==> src/rtl/secnt_pkg.sv <==
// shared constants for the scan-sampled event counter block
package secnt_pkg;

  // ---------------------------------------------------------------
  // data widths
  // ---------------------------------------------------------------
  localparam int SECNT_CW = 16;           // present count width
  localparam int SECNT_NCH = 3;           // counter channels
  localparam int SECNT_AW = 8;            // decoded address bits

  // ---------------------------------------------------------------
  // channel numbering
  // ---------------------------------------------------------------
  localparam int SECNT_CH_UP = 0;         // up-counting variant
  localparam int SECNT_CH_DN = 1;         // down-counting variant
  localparam int SECNT_CH_UD = 2;         // up/down variant

  // ---------------------------------------------------------------
  // register byte offsets
  // ---------------------------------------------------------------
  localparam logic [7:0] SECNT_OFS_INPUT = 8'h00;   // counter input levels
  localparam logic [7:0] SECNT_OFS_SCAN = 8'h04;    // scan trigger / scan count
  localparam logic [7:0] SECNT_OFS_PRESET = 8'h08;  // preset_value, one word per channel
  localparam logic [7:0] SECNT_OFS_COUNT = 8'h14;   // present_count, one word per channel
  localparam logic [7:0] SECNT_OFS_STATUS = 8'h20;  // comparison outputs

  // ---------------------------------------------------------------
  // input register field positions
  // ---------------------------------------------------------------
  localparam int SECNT_IN_UP_CNT = 0;     // up variant count_up_input
  localparam int SECNT_IN_UP_CLR = 1;     // up variant clear
  localparam int SECNT_IN_DN_CNT = 2;     // down variant count_down_input
  localparam int SECNT_IN_DN_LD = 3;      // down variant load_input
  localparam int SECNT_IN_UD_INC = 4;     // up/down count_up_input
  localparam int SECNT_IN_UD_DEC = 5;     // up/down count_down_input
  localparam int SECNT_IN_UD_CLR = 6;     // up/down clear
  localparam int SECNT_IN_UD_LD = 7;      // up/down load_input
  localparam int SECNT_IN_W = 8;

  // ---------------------------------------------------------------
  // status register field positions
  // ---------------------------------------------------------------
  localparam int SECNT_ST_UP_DONE = 0;
  localparam int SECNT_ST_DN_DONE = 1;
  localparam int SECNT_ST_ABOVE = 2;      // at_or_above_flag
  localparam int SECNT_ST_BELOW = 3;      // at_or_below_flag
  localparam int SECNT_ST_W = 4;

  // ---------------------------------------------------------------
  // reset values and limits
  // ---------------------------------------------------------------
  localparam logic [SECNT_CW-1:0] SECNT_COUNT_RST = 16'h0000;
  localparam logic [SECNT_CW-1:0] SECNT_COUNT_MAX = 16'hFFFF;
  localparam logic [SECNT_CW-1:0] SECNT_PRESET_RST = 16'h0000;
  localparam logic [SECNT_IN_W-1:0] SECNT_INPUT_RST = 8'h00;
  localparam logic [31:0] SECNT_SCAN_RST = 32'h0000_0000;
  localparam int SECNT_DUTY_FULL = 100;   // duty percentage full scale

endpackage : secnt_pkg

==> src/rtl/secnt_cell.sv <==
// one edge-counting cell: sampled once per scan, clear beats load beats counting
`timescale 1ns/10ps
`default_nettype none
module secnt_cell
  import secnt_pkg::*;
(
  input wire logic clk_in,
  input wire logic rst_n_in,
  input wire logic scan_in,
  input wire logic inc_in,
  input wire logic dec_in,
  input wire logic clear_in,
  input wire logic load_in,
  input wire logic [SECNT_CW-1:0] preset_in,
  output logic [SECNT_CW-1:0] count_out
);

  // ---------------------------------------------------------------
  // edge detection against the previous scan's sample
  // ---------------------------------------------------------------
  logic inc_prev;
  logic dec_prev;
  wire logic inc_edge;
  wire logic dec_edge;
  wire logic do_inc;
  wire logic do_dec;
  logic [SECNT_CW-1:0] next_count;

  // only off-to-on counts; steady levels give no edge
  assign inc_edge = inc_in & ~inc_prev;
  assign dec_edge = dec_in & ~dec_prev;
  // saturate so the count never wraps past its ends
  assign do_inc = inc_edge & ~dec_edge & (count_out != SECNT_COUNT_MAX);
  assign do_dec = dec_edge & ~inc_edge & (count_out != SECNT_COUNT_RST);

  // ---------------------------------------------------------------
  // next count selection
  // ---------------------------------------------------------------
  always_comb begin
    next_count = count_out;
    if (clear_in) begin
      next_count = SECNT_COUNT_RST;
    end else if (load_in) begin
      next_count = preset_in;
    end else if (do_inc) begin
      next_count = count_out + 16'h0001;
    end else if (do_dec) begin
      next_count = count_out - 16'h0001;
    end
  end

  // samples and count move only on a scan
  always_ff @(posedge clk_in) begin
    if (!rst_n_in) begin
      inc_prev <= 1'b0;
      dec_prev <= 1'b0;
      count_out <= SECNT_COUNT_RST;
    end else if (scan_in) begin
      inc_prev <= inc_in;
      dec_prev <= dec_in;
      count_out <= next_count;
    end
  end

endmodule : secnt_cell
`default_nettype wire

==> src/rtl/secnt_top.sv <==
// scan-sampled event counters with an apb register slave
// ---------------------------------------------------------------
// What this block does
// - a count steps only on an off-to-on edge of a counting input, never on a level; clear and load act on levels.
// - three variants exist: up-counting, down-counting and combined up/down.
// - the up variant has count-up, clear and preset inputs and advances on each count-up edge.
// - the up variant's done turns on once its count reaches the preset.
// - the up variant's clear forces the count to zero and turns done off.
// - the down variant has count-down, load and preset inputs and decreases on each edge.
// - the down variant's done turns on once its count reaches zero.
// - the down variant's load copies the preset into the count and turns done off.
// - the up/down variant takes increment, decrement, clear, load and preset.
// - the up/down variant's clear sets its count to zero.
// - the up/down variant's load sets its count to the preset.
// - the up/down count rises by one per increment edge and falls by one per decrement edge.
// - at-or-above is on when count >= preset, at-or-below when count <= preset.
// - the fastest countable rate is duty/100 times one over the scan period.
// ---------------------------------------------------------------
`timescale 1ns/10ps
`default_nettype none
module secnt_top
  import secnt_pkg::*;
(
  input wire logic clk_in,
  input wire logic rst_n_in,
  input wire logic psel_in,
  input wire logic penable_in,
  input wire logic pwrite_in,
  input wire logic [31:0] paddr_in,
  input wire logic [31:0] pwdata_in,
  output logic [31:0] prdata_out,
  output logic pready_out,
  output logic pslverr_out,
  output logic up_done_out,
  output logic dn_done_out,
  output logic at_or_above_flag_out,
  output logic at_or_below_flag_out,
  output logic scan_pulse_out
);

  // ---------------------------------------------------------------
  // apb decode
  // ---------------------------------------------------------------
  wire logic [SECNT_AW-1:0] addr;
  wire logic access;
  wire logic commit;
  wire logic wr_commit;
  wire logic hit_input;
  wire logic hit_scan;
  wire logic hit_status;
  wire logic [SECNT_NCH-1:0] hit_preset;
  wire logic [SECNT_NCH-1:0] hit_count;
  wire logic hit_any;
  wire logic high_zero;

  assign addr = paddr_in[SECNT_AW-1:0];
  // upper address bits must be clear for any register to match
  assign high_zero = (paddr_in[31:SECNT_AW] == 24'h000000);
  assign access = psel_in & penable_in;
  // answer one cycle into the access phase; commit is the sampling edge
  assign commit = access & pready_out;
  assign wr_commit = commit & pwrite_in & hit_any;
  assign hit_input = high_zero & (addr == SECNT_OFS_INPUT);
  assign hit_scan = high_zero & (addr == SECNT_OFS_SCAN);
  assign hit_status = high_zero & (addr == SECNT_OFS_STATUS);

  // one preset word and one count word per channel
  genvar gi;
  generate
    for (gi = 0; gi < SECNT_NCH; gi++) begin : g_hit
      assign hit_preset[gi] = high_zero & (addr == SECNT_OFS_PRESET + 8'(4 * gi));
      assign hit_count[gi] = high_zero & (addr == SECNT_OFS_COUNT + 8'(4 * gi));
    end
  endgenerate

  assign hit_any = hit_input | hit_scan | hit_status | (|hit_preset) | (|hit_count);

  // ---------------------------------------------------------------
  // software-written state
  // ---------------------------------------------------------------
  logic [SECNT_IN_W-1:0] inputs;
  logic [SECNT_CW-1:0] preset [SECNT_NCH];
  logic [31:0] scan_count;
  logic scan_req;

  // input levels stand until rewritten; a level held until the next scan is
  // the program's job, a shorter pulse can simply be missed
  always_ff @(posedge clk_in) begin
    if (!rst_n_in) begin
      inputs <= SECNT_INPUT_RST;
    end else if (wr_commit && hit_input) begin
      inputs <= pwdata_in[SECNT_IN_W-1:0];
    end
  end

  // preset words, one per channel
  generate
    for (gi = 0; gi < SECNT_NCH; gi++) begin : g_preset
      always_ff @(posedge clk_in) begin
        if (!rst_n_in) begin
          preset[gi] <= SECNT_PRESET_RST;
        end else if (wr_commit && hit_preset[gi]) begin
          preset[gi] <= pwdata_in[SECNT_CW-1:0];
        end
      end
    end
  endgenerate

  // ---------------------------------------------------------------
  // scan strobe
  // ---------------------------------------------------------------
  // writing bit 0 of the scan word runs one scan a cycle later; the scan
  // rate therefore caps the countable pulse rate at duty/100 per scan
  always_ff @(posedge clk_in) begin
    if (!rst_n_in) begin
      scan_req <= 1'b0;
    end else begin
      scan_req <= wr_commit & hit_scan & pwdata_in[0];
    end
  end

  // number of scans run, readable for rate bookkeeping
  always_ff @(posedge clk_in) begin
    if (!rst_n_in) begin
      scan_count <= SECNT_SCAN_RST;
    end else if (scan_req) begin
      scan_count <= scan_count + 32'h0000_0001;
    end
  end

  // ---------------------------------------------------------------
  // per-channel input mapping
  // ---------------------------------------------------------------
  wire logic [SECNT_NCH-1:0] ch_inc;
  wire logic [SECNT_NCH-1:0] ch_dec;
  wire logic [SECNT_NCH-1:0] ch_clr;
  wire logic [SECNT_NCH-1:0] ch_ld;
  wire logic [SECNT_CW-1:0] ch_count [SECNT_NCH];

  // up variant: count-up and clear only
  assign ch_inc[SECNT_CH_UP] = inputs[SECNT_IN_UP_CNT];
  assign ch_dec[SECNT_CH_UP] = 1'b0;
  assign ch_clr[SECNT_CH_UP] = inputs[SECNT_IN_UP_CLR];
  assign ch_ld[SECNT_CH_UP] = 1'b0;
  // down variant: count-down and load only
  assign ch_inc[SECNT_CH_DN] = 1'b0;
  assign ch_dec[SECNT_CH_DN] = inputs[SECNT_IN_DN_CNT];
  assign ch_clr[SECNT_CH_DN] = 1'b0;
  assign ch_ld[SECNT_CH_DN] = inputs[SECNT_IN_DN_LD];
  // up/down variant: all four inputs
  assign ch_inc[SECNT_CH_UD] = inputs[SECNT_IN_UD_INC];
  assign ch_dec[SECNT_CH_UD] = inputs[SECNT_IN_UD_DEC];
  assign ch_clr[SECNT_CH_UD] = inputs[SECNT_IN_UD_CLR];
  assign ch_ld[SECNT_CH_UD] = inputs[SECNT_IN_UD_LD];

  // ---------------------------------------------------------------
  // counter cells
  // ---------------------------------------------------------------
  generate
    for (gi = 0; gi < SECNT_NCH; gi++) begin : g_cell
      secnt_cell u_cell (
        .clk_in(clk_in),
        .rst_n_in(rst_n_in),
        .scan_in(scan_req),
        .inc_in(ch_inc[gi]),
        .dec_in(ch_dec[gi]),
        .clear_in(ch_clr[gi]),
        .load_in(ch_ld[gi]),
        .preset_in(preset[gi]),
        .count_out(ch_count[gi])
      );
    end
  endgenerate

  // ---------------------------------------------------------------
  // comparison outputs
  // ---------------------------------------------------------------
  wire logic next_up_done;
  wire logic next_dn_done;
  wire logic next_above;
  wire logic next_below;
  wire logic [SECNT_ST_W-1:0] status;

  // done follows the count; a held clear keeps done off even with a zero preset
  assign next_up_done = (ch_count[SECNT_CH_UP] >= preset[SECNT_CH_UP])
    & ~ch_clr[SECNT_CH_UP];
  // a held load keeps done off, otherwise a zero preset would leave it on
  assign next_dn_done = (ch_count[SECNT_CH_DN] == SECNT_COUNT_RST)
    & ~ch_ld[SECNT_CH_DN];
  assign next_above = (ch_count[SECNT_CH_UD] >= preset[SECNT_CH_UD]);
  assign next_below = (ch_count[SECNT_CH_UD] <= preset[SECNT_CH_UD]);

  // flags lag the count by one clock so every output is a flop
  always_ff @(posedge clk_in) begin
    if (!rst_n_in) begin
      up_done_out <= 1'b0;
      dn_done_out <= 1'b0;
      at_or_above_flag_out <= 1'b0;
      at_or_below_flag_out <= 1'b0;
      scan_pulse_out <= 1'b0;
    end else begin
      up_done_out <= next_up_done;
      dn_done_out <= next_dn_done;
      at_or_above_flag_out <= next_above;
      at_or_below_flag_out <= next_below;
      scan_pulse_out <= scan_req;
    end
  end

  assign status = {at_or_below_flag_out, at_or_above_flag_out, dn_done_out, up_done_out};

  // ---------------------------------------------------------------
  // read mux
  // ---------------------------------------------------------------
  logic [31:0] rd_mux;

  always_comb begin
    rd_mux = 32'h0000_0000;
    if (hit_input) begin
      rd_mux = {24'h000000, inputs};
    end else if (hit_scan) begin
      rd_mux = scan_count;
    end else if (hit_status) begin
      rd_mux = {28'h0000000, status};
    end else begin
      for (int i = 0; i < SECNT_NCH; i++) begin
        if (hit_preset[i]) begin
          rd_mux = {16'h0000, preset[i]};
        end
        if (hit_count[i]) begin
          rd_mux = {16'h0000, ch_count[i]};
        end
      end
    end
  end

  // ---------------------------------------------------------------
  // apb answer
  // ---------------------------------------------------------------
  // one wait state: pready rises on the second access cycle and stays
  // one cycle; read data and error are captured with it
  always_ff @(posedge clk_in) begin
    if (!rst_n_in) begin
      pready_out <= 1'b0;
      pslverr_out <= 1'b0;
      prdata_out <= 32'h0000_0000;
    end else begin
      pready_out <= access & ~pready_out;
      pslverr_out <= access & ~pready_out & ~hit_any;
      if (access && !pready_out && !pwrite_in) begin
        prdata_out <= rd_mux;
      end
    end
  end

endmodule : secnt_top
`default_nettype wire

==> config.mk <==
export PLATFORM = sky130hd
export DESIGN_NAME = secnt_top
export DESIGN_NICKNAME = d
export VERILOG_FILES = /design/src/rtl/secnt_pkg.sv /design/src/rtl/secnt_cell.sv /design/src/rtl/secnt_top.sv
export SDC_FILE = /design/constraint.sdc
export NUM_CORES = 1
export LEC_CHECK = 0
export BUFFER_PORTS_ARGS = -buffer_cell sky130_fd_sc_hd__clkbuf_2
export CAP_MARGIN = 5
export CORE_MARGIN = 1
export CORE_UTILIZATION = 35
export CTS_CLUSTER_DIAMETER = 80
export CTS_CLUSTER_SIZE = 20
export DETAILED_ROUTE_END_ITERATION = 6
export PLACE_DENSITY_LB_ADDON = 0.3
export SLEW_MARGIN = 30
export SYNTH_ARGS = -nofsm -noshare
export SYNTH_HDL_FRONTEND = slang
export SYNTH_SLANG_ARGS = --single-unit
==> constraint.sdc <==
create_clock -name clk_in -period 5.15 [get_ports clk_in]
set_input_delay 1.03 -clock clk_in [delete_from_list [all_inputs] [get_ports clk_in]]
set_output_delay 1.03 -clock clk_in [all_outputs]
set_load 0.01 [all_outputs]
* Yosys cells after proc, flatten, opt, wreduce, memory -nomap -nowiden *
Memory sizes are Yosys's and may differ from the RTL's.
Index checks and enable logic that the tools add are counted.

word-level totals
  bits in registers = 132
  bits in writable memories = 48
  input port bits = 69
  output and inout bits = 39
  word-level logic and storage cells = 134
  memories kept = 1

operators by class
  add/sub/neg operators = 5
  $lt $le $gt $ge = 3
  equality and inequality tests = 10
  multiplexer cells = 30
  bitwise operators = 46
  reduce and logical (&&, ||, !) cells = 21

memory list
  memory  depth  bits a word  read ports  clocked after memory_dff  write ports  RTL line         RTL
  preset  3      16           3           0                         3            secnt_top.sv:82  logic [SECNT_CW-1:0] preset [SECNT_NCH];

operators with widths
  kind                     number
  $mux W32                 8
  $mux W16                 12
  $add A16 B1 Y16 const B  2
  $add A32 B1 Y32 const B  1
  $eq A8 B5 Y1 const B     4
  $ge A16 B16 Y1           2
  $ne A16 B16 Y1 const B   2
  $reduce_bool A16 Y1      2
  $sub A16 B1 Y16 const B  2
  $and A1 B1 Y1            29
  $logic_not A24 Y1        1
  $eq A8 B4 Y1 const B     2
  $le A16 B16 Y1           1
  $logic_not A16 Y1        1
  $mux W1                  10
  $not A1 Y1               10
  $eq A8 B3 Y1 const B     1
  $eq A8 B6 Y1 const B     1
  $logic_not A8 Y1         1
  $or A1 B1 Y1             7
  $logic_and A1 B1 Y1      6
  $reduce_and A2 Y1        3
  $reduce_or A3 Y1         2
  $reduce_bool A2 Y1       2
  other kinds (2)          3

* Depth between registers and ports, before layout *
Gate-level depths: netlist of run 1.

  depth after elaboration = 12
  depth in mapped cells = 12
  depth with buffers taken out = 12

* By module *
Synthesis of run 1 repeated with hierarchy kept, for this count alone.

unflattened totals
  cell total of the unflattened synthesis = 1385
  area total of the unflattened synthesis = 12263.0 um^2

by module, submodules not included
  module                              instances  cells an instance  area each (um^2)  sequential area each (um^2)
  secnt_top                           1          767                7267.0            3042.9
  secnt_cell at g_cell[1].u_cell ...  2          202                1650.3            360.3
  secnt_cell at g_cell[0].u_cell      1          214                1695.4            360.3

* Worst setup path after synthesis of run 1 *
Ideal clock, no wire load.

  path type = input to register
  start point = in paddr_in[5]
  end point = mem preset[0][0], enable pin
  setup time = 0.411 ns
  arrival time = 3.568 ns
  data required time = 4.739 ns
  setup slack = 1.171 ns
  stages on the path = 6
  path buffers = 2
  cells stage by stage = or3_1 > buf_2 > or3_1 > buf_2 > or3_1 > o21ai_0

RTL lines
  item             RTL line         RTL
  start, declared  secnt_top.sv:29  input wire logic [31:0] paddr_in,
  end, declared    secnt_top.sv:82

* Worst setup path in the final report of run 1 *
  start point = reg g_cell[2].u_cell.count_out[11]
  end point = reg g_cell[2].u_cell.count_out[15]

between the ends
  cells in the longest elaborated chain, start to end = 5

RTL lines
  item                                                      RTL line                            RTL
  start, declared                                           secnt_cell.sv:15                    output logic [SECNT_CW-1:0] count_out
  start signal, assigned                                    secnt_cell.sv:61                    count_out <= next_count;
  $sub A16 B1 Y16 / $ne A16 B16 Y1 (equally long branches)  secnt_cell.sv:48, secnt_cell.sv:33
  $mux W16 / $and A1 B1 Y1 (equally long branches)          secnt_cell.sv:47, secnt_cell.sv:33
  $mux W16                                                  secnt_cell.sv:45                    end else if (do_inc) begin
  $mux W16                                                  secnt_cell.sv:43                    end else if (load_in) begin
  $mux W16                                                  secnt_cell.sv:41                    if (clear_in) begin

Several ways; a longest one is shown, not always the timed one. The select of a mux whose other input is x is not followed.
A chain may end at the register's enable or synchronous reset.

==> results.json, run 1 <==
{
  "run_status": "finished, violations left",
  "violations": "DRC",
  "wl_per_cell_um": 18.71,
  "layout-drive-gt1-share": 0.1283,
  "ir_drop_mv": 0.2335,
  "routed_wl_mm": 30.41,
  "hold_buffers": 0,
  "grt.met2_usage": 0.3254,
  "synth_area_per_cell_um2": 8.663,
  "num_vias": 9078,
  "finalSetupTns_ns": 0,
  "critical_path.slowest_cell": "nor3_1",
  "synth-edff-count": 48,
  "worstMarginPinSlew_ns": 1.021,
  "grt_use_total": 0.2111,
  "regToRegSetupSlack_ns": 1.21,
  "die_w_um": 171.9,
  "vias_per_cell": 5.586,
  "slowest_delay_ns": 0.66,
  "critPathKind": "flop to flop",
  "ys_seq_area_frac": 0.4043,
  "hp-start": "prdata_out[28]$_SDFFE_PN0P_",
  "clock_skew_ns": 0.01292,
  "maxCapViolCount": 0,
  "dr.pass1.iters": 7,
  "synth_fp_nets": 1286,
  "rsz0062_at_grt": "false",
  "cp.arrival_ns": 4.27,
  "ys_seq_elements": 180,
  "finalMaxSlewViolations": 0,
  "power_frac_seq": 0.510,
  "grt_util_met3": 0.03479,
  "antennaDiodeCount": 0,
  "antenna_left": 0,
  "p_sw_uw": 757.2,
  "p_int_mw": 2.160,
  "die_area_mm2": 0.02954,
  "cts_root_buf": "clkbuf_16",
  "antenna_found_initial": 1,
  "hold_ws_ns": 0.4527,
  "cts_inserted_buffers": 17,
  "cellPowerDensity_mw_per_mm2": 253.0,
  "max_slew_margin": 0.3192,
  "grt_max_degree": 62,
  "synthCells": 1166,
  "startpoint": "g_cell[2].u_cell.count_out[11]$_SDFFE_PN0P_",
  "final_util": 0.4106,
  "crit_chain": "nand4_1, nor4_1, nor3_1, inv_1, ha_1, o21ai_0, o21ai_0, nand3_1, and3_1, nor2_1, mux2i_1, o311a_1",
  "stdcell_count": 1625,
  "rows": 61,
  "nets": 1354,
  "hold_violations": 0,
  "cp-start-kind": "flop",
  "r2r_start": "g_cell[2].u_cell.count_out[11]$_SDFFE_PN0P_",
  "total_power_mw": 2.918,
  "period_share": 0.7655,
  "gr-usage-met1": 0.2984,
  "leakagePower_nw": 4.602,
  "dp_cells": 1593,
  "final_cell_mix": "dfxtp_1 (132), nand2_1 (122), nor2_1 (95)",
  "portBuffers": 91,
  "insertion_delay_ns": 0.44,
  "grt_pass1_wl_mm": 47.68,
  "cpMostUsedCell": "o21ai_0",
  "start_util": 0.3596,
  "critical_path.top_delay_family": "simple AND/OR/NAND/NOR gates",
  "post-route-min-period_ns": 3.942,
  "path_clk_slew_ns": 0.08,
  "cp.required_ns": 5.48,
  "yosysWarnings": 0,
  "synth_cell_types": 72,
  "num_io_pins": 108,
  "postCtsResizedCells": 0,
  "gp_congestion": 0.9236,
  "setup_viol_count_final": 0,
  "grt_pass1_vias": 8438,
  "crit_buf_inv": 1,
  "min_path_type": "flop to flop",
  "overflow": 0,
  "layout_commonest_cell": "dfxtp_1",
  "drt-initial-drc-count": 888,
  "power_frac_comb": 0.043,
  "coreArea_mm2": 0.02809,
  "area_growth_pct": 14.17,
  "busiest_layer": "met2",
  "htree_levels": 4,
  "die_y_um": 171.9,
  "ys_dominant_reg_cell": "dfxtp_1",
  "drcViolationCount": 6,
  "p_sw_frac": 0.2595,
  "timing.fmax_mhz": 253.7,
  "syn_area_mm2": 0.01010,
  "dpl.hpwl_mm": 22.55,
  "crit_path_max_fanout": 15,
  "crit_path_end_kind": "flop",
  "cts_tree": "built",
  "pwr-share-clk": 0.447,
  "cts_setup_buffers": 0,
  "cts.sinks": 180,
  "clk_path_buf_depth": 2,
  "ys_async_sr_fraction": 0
}
[flip-flops by register name (all words and copies together) (netlist names)]
name                     cells
pslverr_out                  1
pready_out                   1
inputs                       8
scan_count                  32
g_cell.u_cell.dec_prev       2
preset                      48
at_or_below_flag_out         1
g_cell.u_cell.count_out     48
prdata_out                  32
g_cell.u_cell.inc_prev       2
dn_done_out                  1
scan_pulse_out               1
up_done_out                  1
scan_req                     1
at_or_above_flag_out         1
[worst paths after layout]
kind                                                  to  cells past startpoint
max          g_cell[2].u_cell.count_out[15]$_SDFFE_PN0P_                     12
max reg2reg  g_cell[2].u_cell.count_out[15]$_SDFFE_PN0P_                     12
min reg2reg                  prdata_out[28]$_SDFFE_PN0P_                      2
min                          prdata_out[28]$_SDFFE_PN0P_                      2
[final cells by class]
class                   instances  area (µm²)
multi-input cells             881        5634
flip-flops and latches        180        4084
clock inverters                15       156.4
repair buffers                109       590.6
fillers                      2874       16550
inverters                      45       168.9
clock buffers                  17       425.4
well taps                     378       473.0
[worst reg2reg max path, stage by stage (launching register included)]
cell	delay, ns
dfxtp_1	0.40
nand4_1	0.18
nor4_1	0.08
nor3_1	0.66
inv_1	0.52
ha_1	0.50
o21ai_0	0.16
o21ai_0	0.33
nand3_1	0.19
and3_1	0.22
nor2_1	0.16
mux2i_1	0.10
o311a_1	0.33
[synth_stat cells (4+ instances only)]
cell / number / share of area
xnor2_1: 21 / 0.018
inv_1: 44 / 0.016
edfxtp_1: 48 / 0.14
a21o_1: 13 / 0.0097
a2bb2oi_1: 7 / 0.0061
a22o_1: 11 / 0.0095
nand4_1: 19 / 0.012
nand2_1: 122 / 0.045
o21ai_0: 50 / 0.025
a221oi_1: 12 / 0.010
nor3_1: 27 / 0.013
clkbuf_1: 47 / 0.017
ha_1: 50 / 0.062
and4_1: 8 / 0.0069
a21oi_1: 70 / 0.035
dfxtp_1: 132 / 0.26
o31ai_1: 4 / 0.0030
buf_1: 4 / 0.0015
buf_2: 8 / 0.0040
a222oi_1: 4 / 0.0040
a211oi_1: 6 / 0.0045
a31oi_1: 8 / 0.0050
o21a_1: 6 / 0.0045
xor2_1: 35 / 0.030
o211ai_1: 6 / 0.0045
and3_1: 19 / 0.012
mux2i_1: 16 / 0.016
a22oi_1: 19 / 0.014
or3_1: 17 / 0.011
nor2b_1: 10 / 0.0062
nand3_1: 62 / 0.031
o221ai_1: 17 / 0.015
nor4_1: 21 / 0.013
nand2b_1: 9 / 0.0056
nor2_1: 95 / 0.035
o21ai_1: 8 / 0.0040
and2_1: 59 / 0.037
[metrics by stage]
step / setup WS, ns / instance area (µm²)
2_1_floorplan: 1.171 / 10100
3_3_place_gp: 1.307 / 10950
3_5_place_dp: 1.237 / 10950
4_1_cts: 1.248 / 11530
5_1_grt: 0.9796 / 11530
6_report: 1.208 / 11530
[power groups by stage]
stage          Combinational [mW]  Sequential (mW)  Clock, mW
2_1_floorplan              0.0628             1.51          0
3_3_place_gp                0.122             1.52          0
3_5_place_dp                0.123             1.52          0
4_1_cts                     0.124             1.49       1.32
5_1_grt                     0.136             1.49       1.38
6_report                    0.125             1.49       1.31
[routing by layer]
| layer | vias up | part of all wire |
|---|---|---|
| li1 | 4397 | - |
| met1 | 4322 | 0.47 |
| met2 | 314 | 0.44 |
| met3 | 43 | 0.067 |
| met4 | 2 | 0.020 |
| met5 | - | 0.00043 |
[kinds of logic after synthesis]
| logic type | Yosys count | synth area share |
|---|---|---|
| mux | 16 | 0.01585 |
| compound gates | 271 | 0.1816 |
| flops | 180 | 0.4043 |
| fa+ha+maj | 51 | 0.06392 |
| simple gates | 487 | 0.2450 |
| xor+xnor | 56 | 0.04856 |
| buf+inv | 105 | 0.04075 |
(Power assumes the default switching activity.)
==> run 2: changes to the inputs <==
- clock period: 5.15 -> 3.85 ns (I/O delays scaled with it)
==> run 2 against run 1 <==
Effect of this change: the run now ends clean; core utilization rose by 0.66 points; clock skew fell by 0.0038 ns; worst hold slack got worse by 0.0018 ns; clock-buffer cell count rose by 1; worst setup slack got worse by 0.70 ns; global-route usage rose by 0.27 points; combinational power rose by 35%; sequential power rose by 34%.
==> results.json, run 2 (synthesized netlist as in run 1, its figures left out) <==
{
  "run_status": "completed",
  "leakagePower_nw": 4.725,
  "postCtsResizedCells": 0,
  "dr.pass1.iters": 7,
  "area_growth_pct": 16.02,
  "cts_root_buf": "clkbuf_16",
  "grt_pass1_vias": 8537,
  "start_util": 0.3596,
  "hold_buffers": 0,
  "cts_tree": "built",
  "die_w_um": 171.9,
  "critical_path.top_delay_family": "compound AO/OA/AOI/OAI gates",
  "path_clk_slew_ns": 0.08,
  "worstMarginPinSlew_ns": 0.6926,
  "dpl.hpwl_mm": 23.02,
  "startpoint": "g_cell[2].u_cell.count_out[12]$_SDFFE_PN0P_",
  "nFillCells": 2847,
  "hold_violations": 0,
  "min_path_type": "flop to flop",
  "r2r_cells": 11,
  "die_area_mm2": 0.02954,
  "antennaDiodeCount": 0,
  "period_share": 0.8692,
  "crit_path_max_fanout": 9,
  "grt_max_degree": 41,
  "finalSetupTns_ns": 0,
  "cp-start-kind": "flop",
  "r2r_start": "g_cell[2].u_cell.count_out[12]$_SDFFE_PN0P_",
  "area.sequential_mm2": 0.004084,
  "layout_commonest_cell": "dfxtp_1",
  "num_io_pins": 108,
  "top_regs": "g_cell.u_cell.count_out x48, preset x48",
  "timing.fmax_mhz": 298.8,
  "grt_use_total": 0.2139,
  "r2r_end": "g_cell[2].u_cell.count_out[14]$_SDFFE_PN0P_",
  "cp.depth": 11,
  "crit_buf_inv": 1,
  "gp_congestion": 0.9191,
  "num_vias": 9170,
  "routed_wl_mm": 30.63,
  "finalMaxSlewViolations": 0,
  "cts_setup_buffers": 0,
  "cts_inserted_buffers": 17,
  "total_power_mw": 3.900,
  "die_y_um": 171.9,
  "drcViolationCount": 0,
  "cp.arrival_ns": 3.68,
  "cellPowerDensity_mw_per_mm2": 332.8,
  "htree_levels": 4,
  "setup_viol_count_final": 0,
  "ir_drop_mv": 0.2896,
  "max_slew_margin": 0.5340,
  "critical_path.slowest_cell": "dfxtp_1",
  "cp.required_ns": 4.18,
  "wl_per_cell_um": 18.58,
  "rsz0062_at_grt": "false",
  "clk_path_buf_depth": 2,
  "overflow": 0,
  "crit_chain": "nand4_1, nor4_1, nor3_2, inv_1, ha_1, a2111o_1, o2111ai_1, a21oi_1, o41ai_1, xnor2_1, a22o_1",
  "nets": 1377,
  "antenna_found_initial": 0,
  "final_cell_mix": "dfxtp_1 (132), nand2_1 (122), nor2_1 (95)",
  "slowest_delay_ns": 0.46,
  "rows": 61,
  "drt-initial-drc-count": 972,
  "regToRegSetupSlack_ns": 0.50,
  "hp-start": "prdata_out[23]$_SDFFE_PN0P_",
  "layout-drive-gt1-share": 0.1449,
  "clock_skew_ns": 0.009089,
  "post-route-min-period_ns": 3.346,
  "worstSetupEndpoint": "g_cell[2].u_cell.count_out[14]$_SDFFE_PN0P_",
  "critPathKind": "flop to flop",
  "grt_pass1_wl_mm": 48.09,
  "antenna_left": 0,
  "vias_per_cell": 5.564,
  "portBuffers": 91,
  "coreArea_mm2": 0.02809,
  "cts.sinks": 180,
  "multi_input_area_mm2": 0.005644,
  "maxCapViolCount": 0,
  "insertion_delay_ns": 0.44,
  "crit_path_end_kind": "flop"
}
==> run 2: cell count changes in the layout (fill, tap and decap cells not counted), sizes merged <==
| cell | before | now |
|---|---|---|
| buf | 18 | 41 |
| inv | 55 | 52 |
| clkinv | 4 | 6 |
| clkbuf | 108 | 109 |
==> run 2: metrics by stage <==
stage,instance area [µm²],instances,hold slack [ns],setup WS (ns),utilization
after floorplan,10100,1166,0.4511,0.1311,-
after global routing,11720,1648,0.4696,0.1736,0.4172
after CTS,11710,1648,0.4544,0.3133,0.4171
after global placement,11120,1616,0.4403,0.3882,0.3960
final,11720,1648,0.4509,0.5035,0.4172
after detailed placement,11130,1616,0.4435,0.3462,0.3962
==> run 2: layer usage <==
layer | wire [µm] | global-route usage
met1 | 13900 | 0.2969
met2 | 13520 | 0.3301
met3 | 2653 | 0.04669
met4 | 551 | 0.06349
met5 | 0 | 0
==> run 2: worst min-delay path by stage <==
stage / end / slack [ns] / depth (start not counted)
floorplan: g_cell[2].u_cell.inc_prev$_SDFFE_PN0P_ / 0.45 / 2
global route: prdata_out[23]$_SDFFE_PN0P_ / 0.47 / 2
CTS: prdata_out[23]$_SDFFE_PN0P_ / 0.45 / 2
detailed placement: prdata_out[23]$_SDFFE_PN0P_ / 0.44 / 2
finish: prdata_out[23]$_SDFFE_PN0P_ / 0.45 / 2
global placement: prdata_out[29]$_SDFFE_PN0P_ / 0.44 / 2
==> run 2: worst min-delay path, delay by kind of cell (launching register included) <==
| kind | cells | cell delay (ns) |
|---|---|---|
| flops | 1 | 0.31 |
| compound gates | 1 | 0.05 |
| simple gates | 1 | 0.05 |
==> run 2: layout make-up <==
| type | count | area share |
|---|---|---|
| Multi-Input combinational cell | 881 | 0.4816 |
| Sequential cell | 180 | 0.3485 |
| Tap cell | 378 | 0.04036 |
| Clock inverter | 14 | 0.01153 |
| Inverter | 45 | 0.01441 |
| Timing Repair Buffer | 132 | 0.06513 |
| Clock buffer | 18 | 0.03844 |
==> run 2: report_power, final <==
| group | internal, mW | switching [mW] | total (mW) |
|---|---|---|---|
| clock network | 0.898 | 0.844 | 1.74 |
| registers | 1.97 | 0.0245 | 1.99 |
| logic | 0.0550 | 0.113 | 0.169 |
| total | 2.92 | 0.982 | 3.90 |
==> run 3: changes to the inputs <==
- GPL_TIMING_DRIVEN: default -> 0
==> run 3 against run 2 <==
Effect of this change: combinational power increased by 7%; final area decreased by 0.57%; critical path depth increased by 1; critical endpoint is now g_cell[2].u_cell.count_out[15]$_SDFFE_PN0P_.
==> results.json, run 3 (synthesized netlist as in run 1, its figures left out) <==
{
  "stdcell_count": 1669,
  "finalMaxSlewViolations": 0,
  "nets": 1398,
  "hold_violations": 0,
  "cellPowerDensity_mw_per_mm2": 333.4,
  "startpoint": "g_cell[2].u_cell.count_out[11]$_SDFFE_PN0P_",
  "placed_cell_area_mm2": 0.01108,
  "hp-start": "prdata_out[19]$_SDFFE_PN0P_",
  "gp_congestion": 0.9348,
  "htree_levels": 4,
  "crit_path_max_fanout": 15,
  "routed_wl_mm": 33.13,
  "min_path_type": "flop to flop",
  "num_vias": 9341,
  "cts_root_buf": "clkbuf_16",
  "grt_pass1_vias": 8491,
  "final_area_mm2": 0.01165,
  "post-route-min-period_ns": 3.557,
  "antennaDiodeCount": 0,
  "portBuffers": 91,
  "nFillCells": 2897,
  "ir_drop_mv": 0.3588,
  "hold_buffers": 0,
  "cp-start-kind": "flop",
  "timing.fmax_mhz": 281.1,
  "critPathKind": "flop to flop",
  "insertion_delay_ns": 0.45,
  "grt_use_total": 0.2285,
  "cp.arrival_ns": 3.90,
  "grt_max_degree": 18,
  "vias_per_cell": 5.597,
  "max_slew_margin": 0.3536,
  "maxCapViolCount": 0,
  "path_clk_slew_ns": 0.07,
  "dr.pass1.iters": 7,
  "die_y_um": 171.9,
  "wl_per_cell_um": 19.85,
  "area_growth_pct": 15.36,
  "hold_ws_ns": 0.4502,
  "cts_tree": "built",
  "setup_viol_count_final": 0,
  "top_regs": "g_cell.u_cell.count_out x48, preset x48",
  "antenna_left": 0,
  "worstMarginPinSlew_ns": 0.9696,
  "layout_commonest_cell": "dfxtp_1",
  "num_io_pins": 108,
  "cts.sinks": 180,
  "cp.required_ns": 4.19,
  "period_share": 0.9239,
  "total_power_mw": 3.885,
  "layout-drive-gt1-share": 0.1201,
  "clock_skew_ns": 0.01746,
  "overflow": 0,
  "run_status": "completed",
  "die_area_mm2": 0.02954,
  "start_util": 0.3596,
  "final_util": 0.4149,
  "dpl.hpwl_mm": 25.41,
  "die_w_um": 171.9,
  "drt-initial-drc-count": 1105,
  "rsz0062_at_grt": "true",
  "cts_inserted_buffers": 17,
  "dp_cells": 1637,
  "final_cell_mix": "dfxtp_1 (132), nand2_1 (121), nor2_1 (95)",
  "crit_path_end_kind": "flop",
  "drcViolationCount": 0,
  "rows": 61,
  "antenna_found_initial": 0,
  "r2r_start": "g_cell[2].u_cell.count_out[11]$_SDFFE_PN0P_",
  "clk_path_buf_depth": 2,
  "grt_pass1_wl_mm": 50.25,
  "leakagePower_nw": 4.588,
  "coreArea_mm2": 0.02809
}
==> run 3: cell types whose count changed in the layout (fill, tap and decap cells not counted), sizes merged <==
| cell | delta |
|---|---|
| clkbuf | +47 |
| inv | -1 |
| buf | -26 |
| clkinvlp | +1 |
==> run 3: critical path, stage by stage, from the launching register on <==
cell and delay [ns]:
dfxtp_1 0.48, nand4_1 0.20, nor4_1 0.38, nor3_2 0.16
inv_1 0.43, ha_1 0.35, a211oi_1 0.38, o21ai_0 0.21
nand3_1 0.15, and3_1 0.19, nor2_1 0.06, mux2i_1 0.13
o311a_1 0.32
==> run 3: cell type report <==
cell class                      count  area (µm²)  area share
Inverter                           45       168.9     0.01450
Clock buffer                       18       450.4     0.03866
Clock inverter                     14       113.9    0.009771
Timing Repair Buffer               93       481.7     0.04134
Multi-Input combinational cell    881        5638      0.4838
Buffer                             60       242.7     0.02083
Sequential cell                   180        4084      0.3505
Tap cell                          378       473.0     0.04059
==> run 3: per-stage QoR <==
stage	worst slack, ns	TNS, ns
after floorplan	0.1311	0
after global placement	-0.8923	-36.06
after detailed placement	-0.1954	-3.089
after CTS	0.1213	0
after global routing	-0.01715	-0.02298
final	0.2931	0
==> run 3: where the power goes <==
part / internal (mW) / leakage (nW) / switching [mW]
Sequential: 1.97 / 1.53 / 0.0260
Combinational: 0.0556 / 2.77 / 0.126
Clock: 0.883 / 0.278 / 0.829
Total: 2.90 / 4.59 / 0.981
==> run 3: path summary, 6_finish.rpt <==
kind,end,slack (ns),depth (start not counted)
setup / recovery,g_cell[2].u_cell.count_out[15]$_SDFFE_PN0P_,0.29,12
hold / removal,prdata_out[19]$_SDFFE_PN0P_,0.45,2
setup reg to reg,g_cell[2].u_cell.count_out[15]$_SDFFE_PN0P_,0.29,12
hold reg to reg,prdata_out[19]$_SDFFE_PN0P_,0.45,2
==> run 3: routing by layer <==
metal | vias up | routed length [µm] | GRT usage
li1 | 4493 | - | -
met1 | 4416 | 15210 | 0.3166
met2 | 373 | 14430 | 0.3499
met3 | 59 | 2549 | 0.04669
met4 | 0 | 943 | 0.08080
met5 | - | 0 | 0
==> run 3: what timing repair did <==
| action | in CTS | in global routing |
|---|---|---|
| resized for setup | 0 | 2 |
| buffers inserted | 0 | 0 |
| hold endpoints to repair | 0 | 0 |
| endpoints found under the setup margin | 0 | 21 |
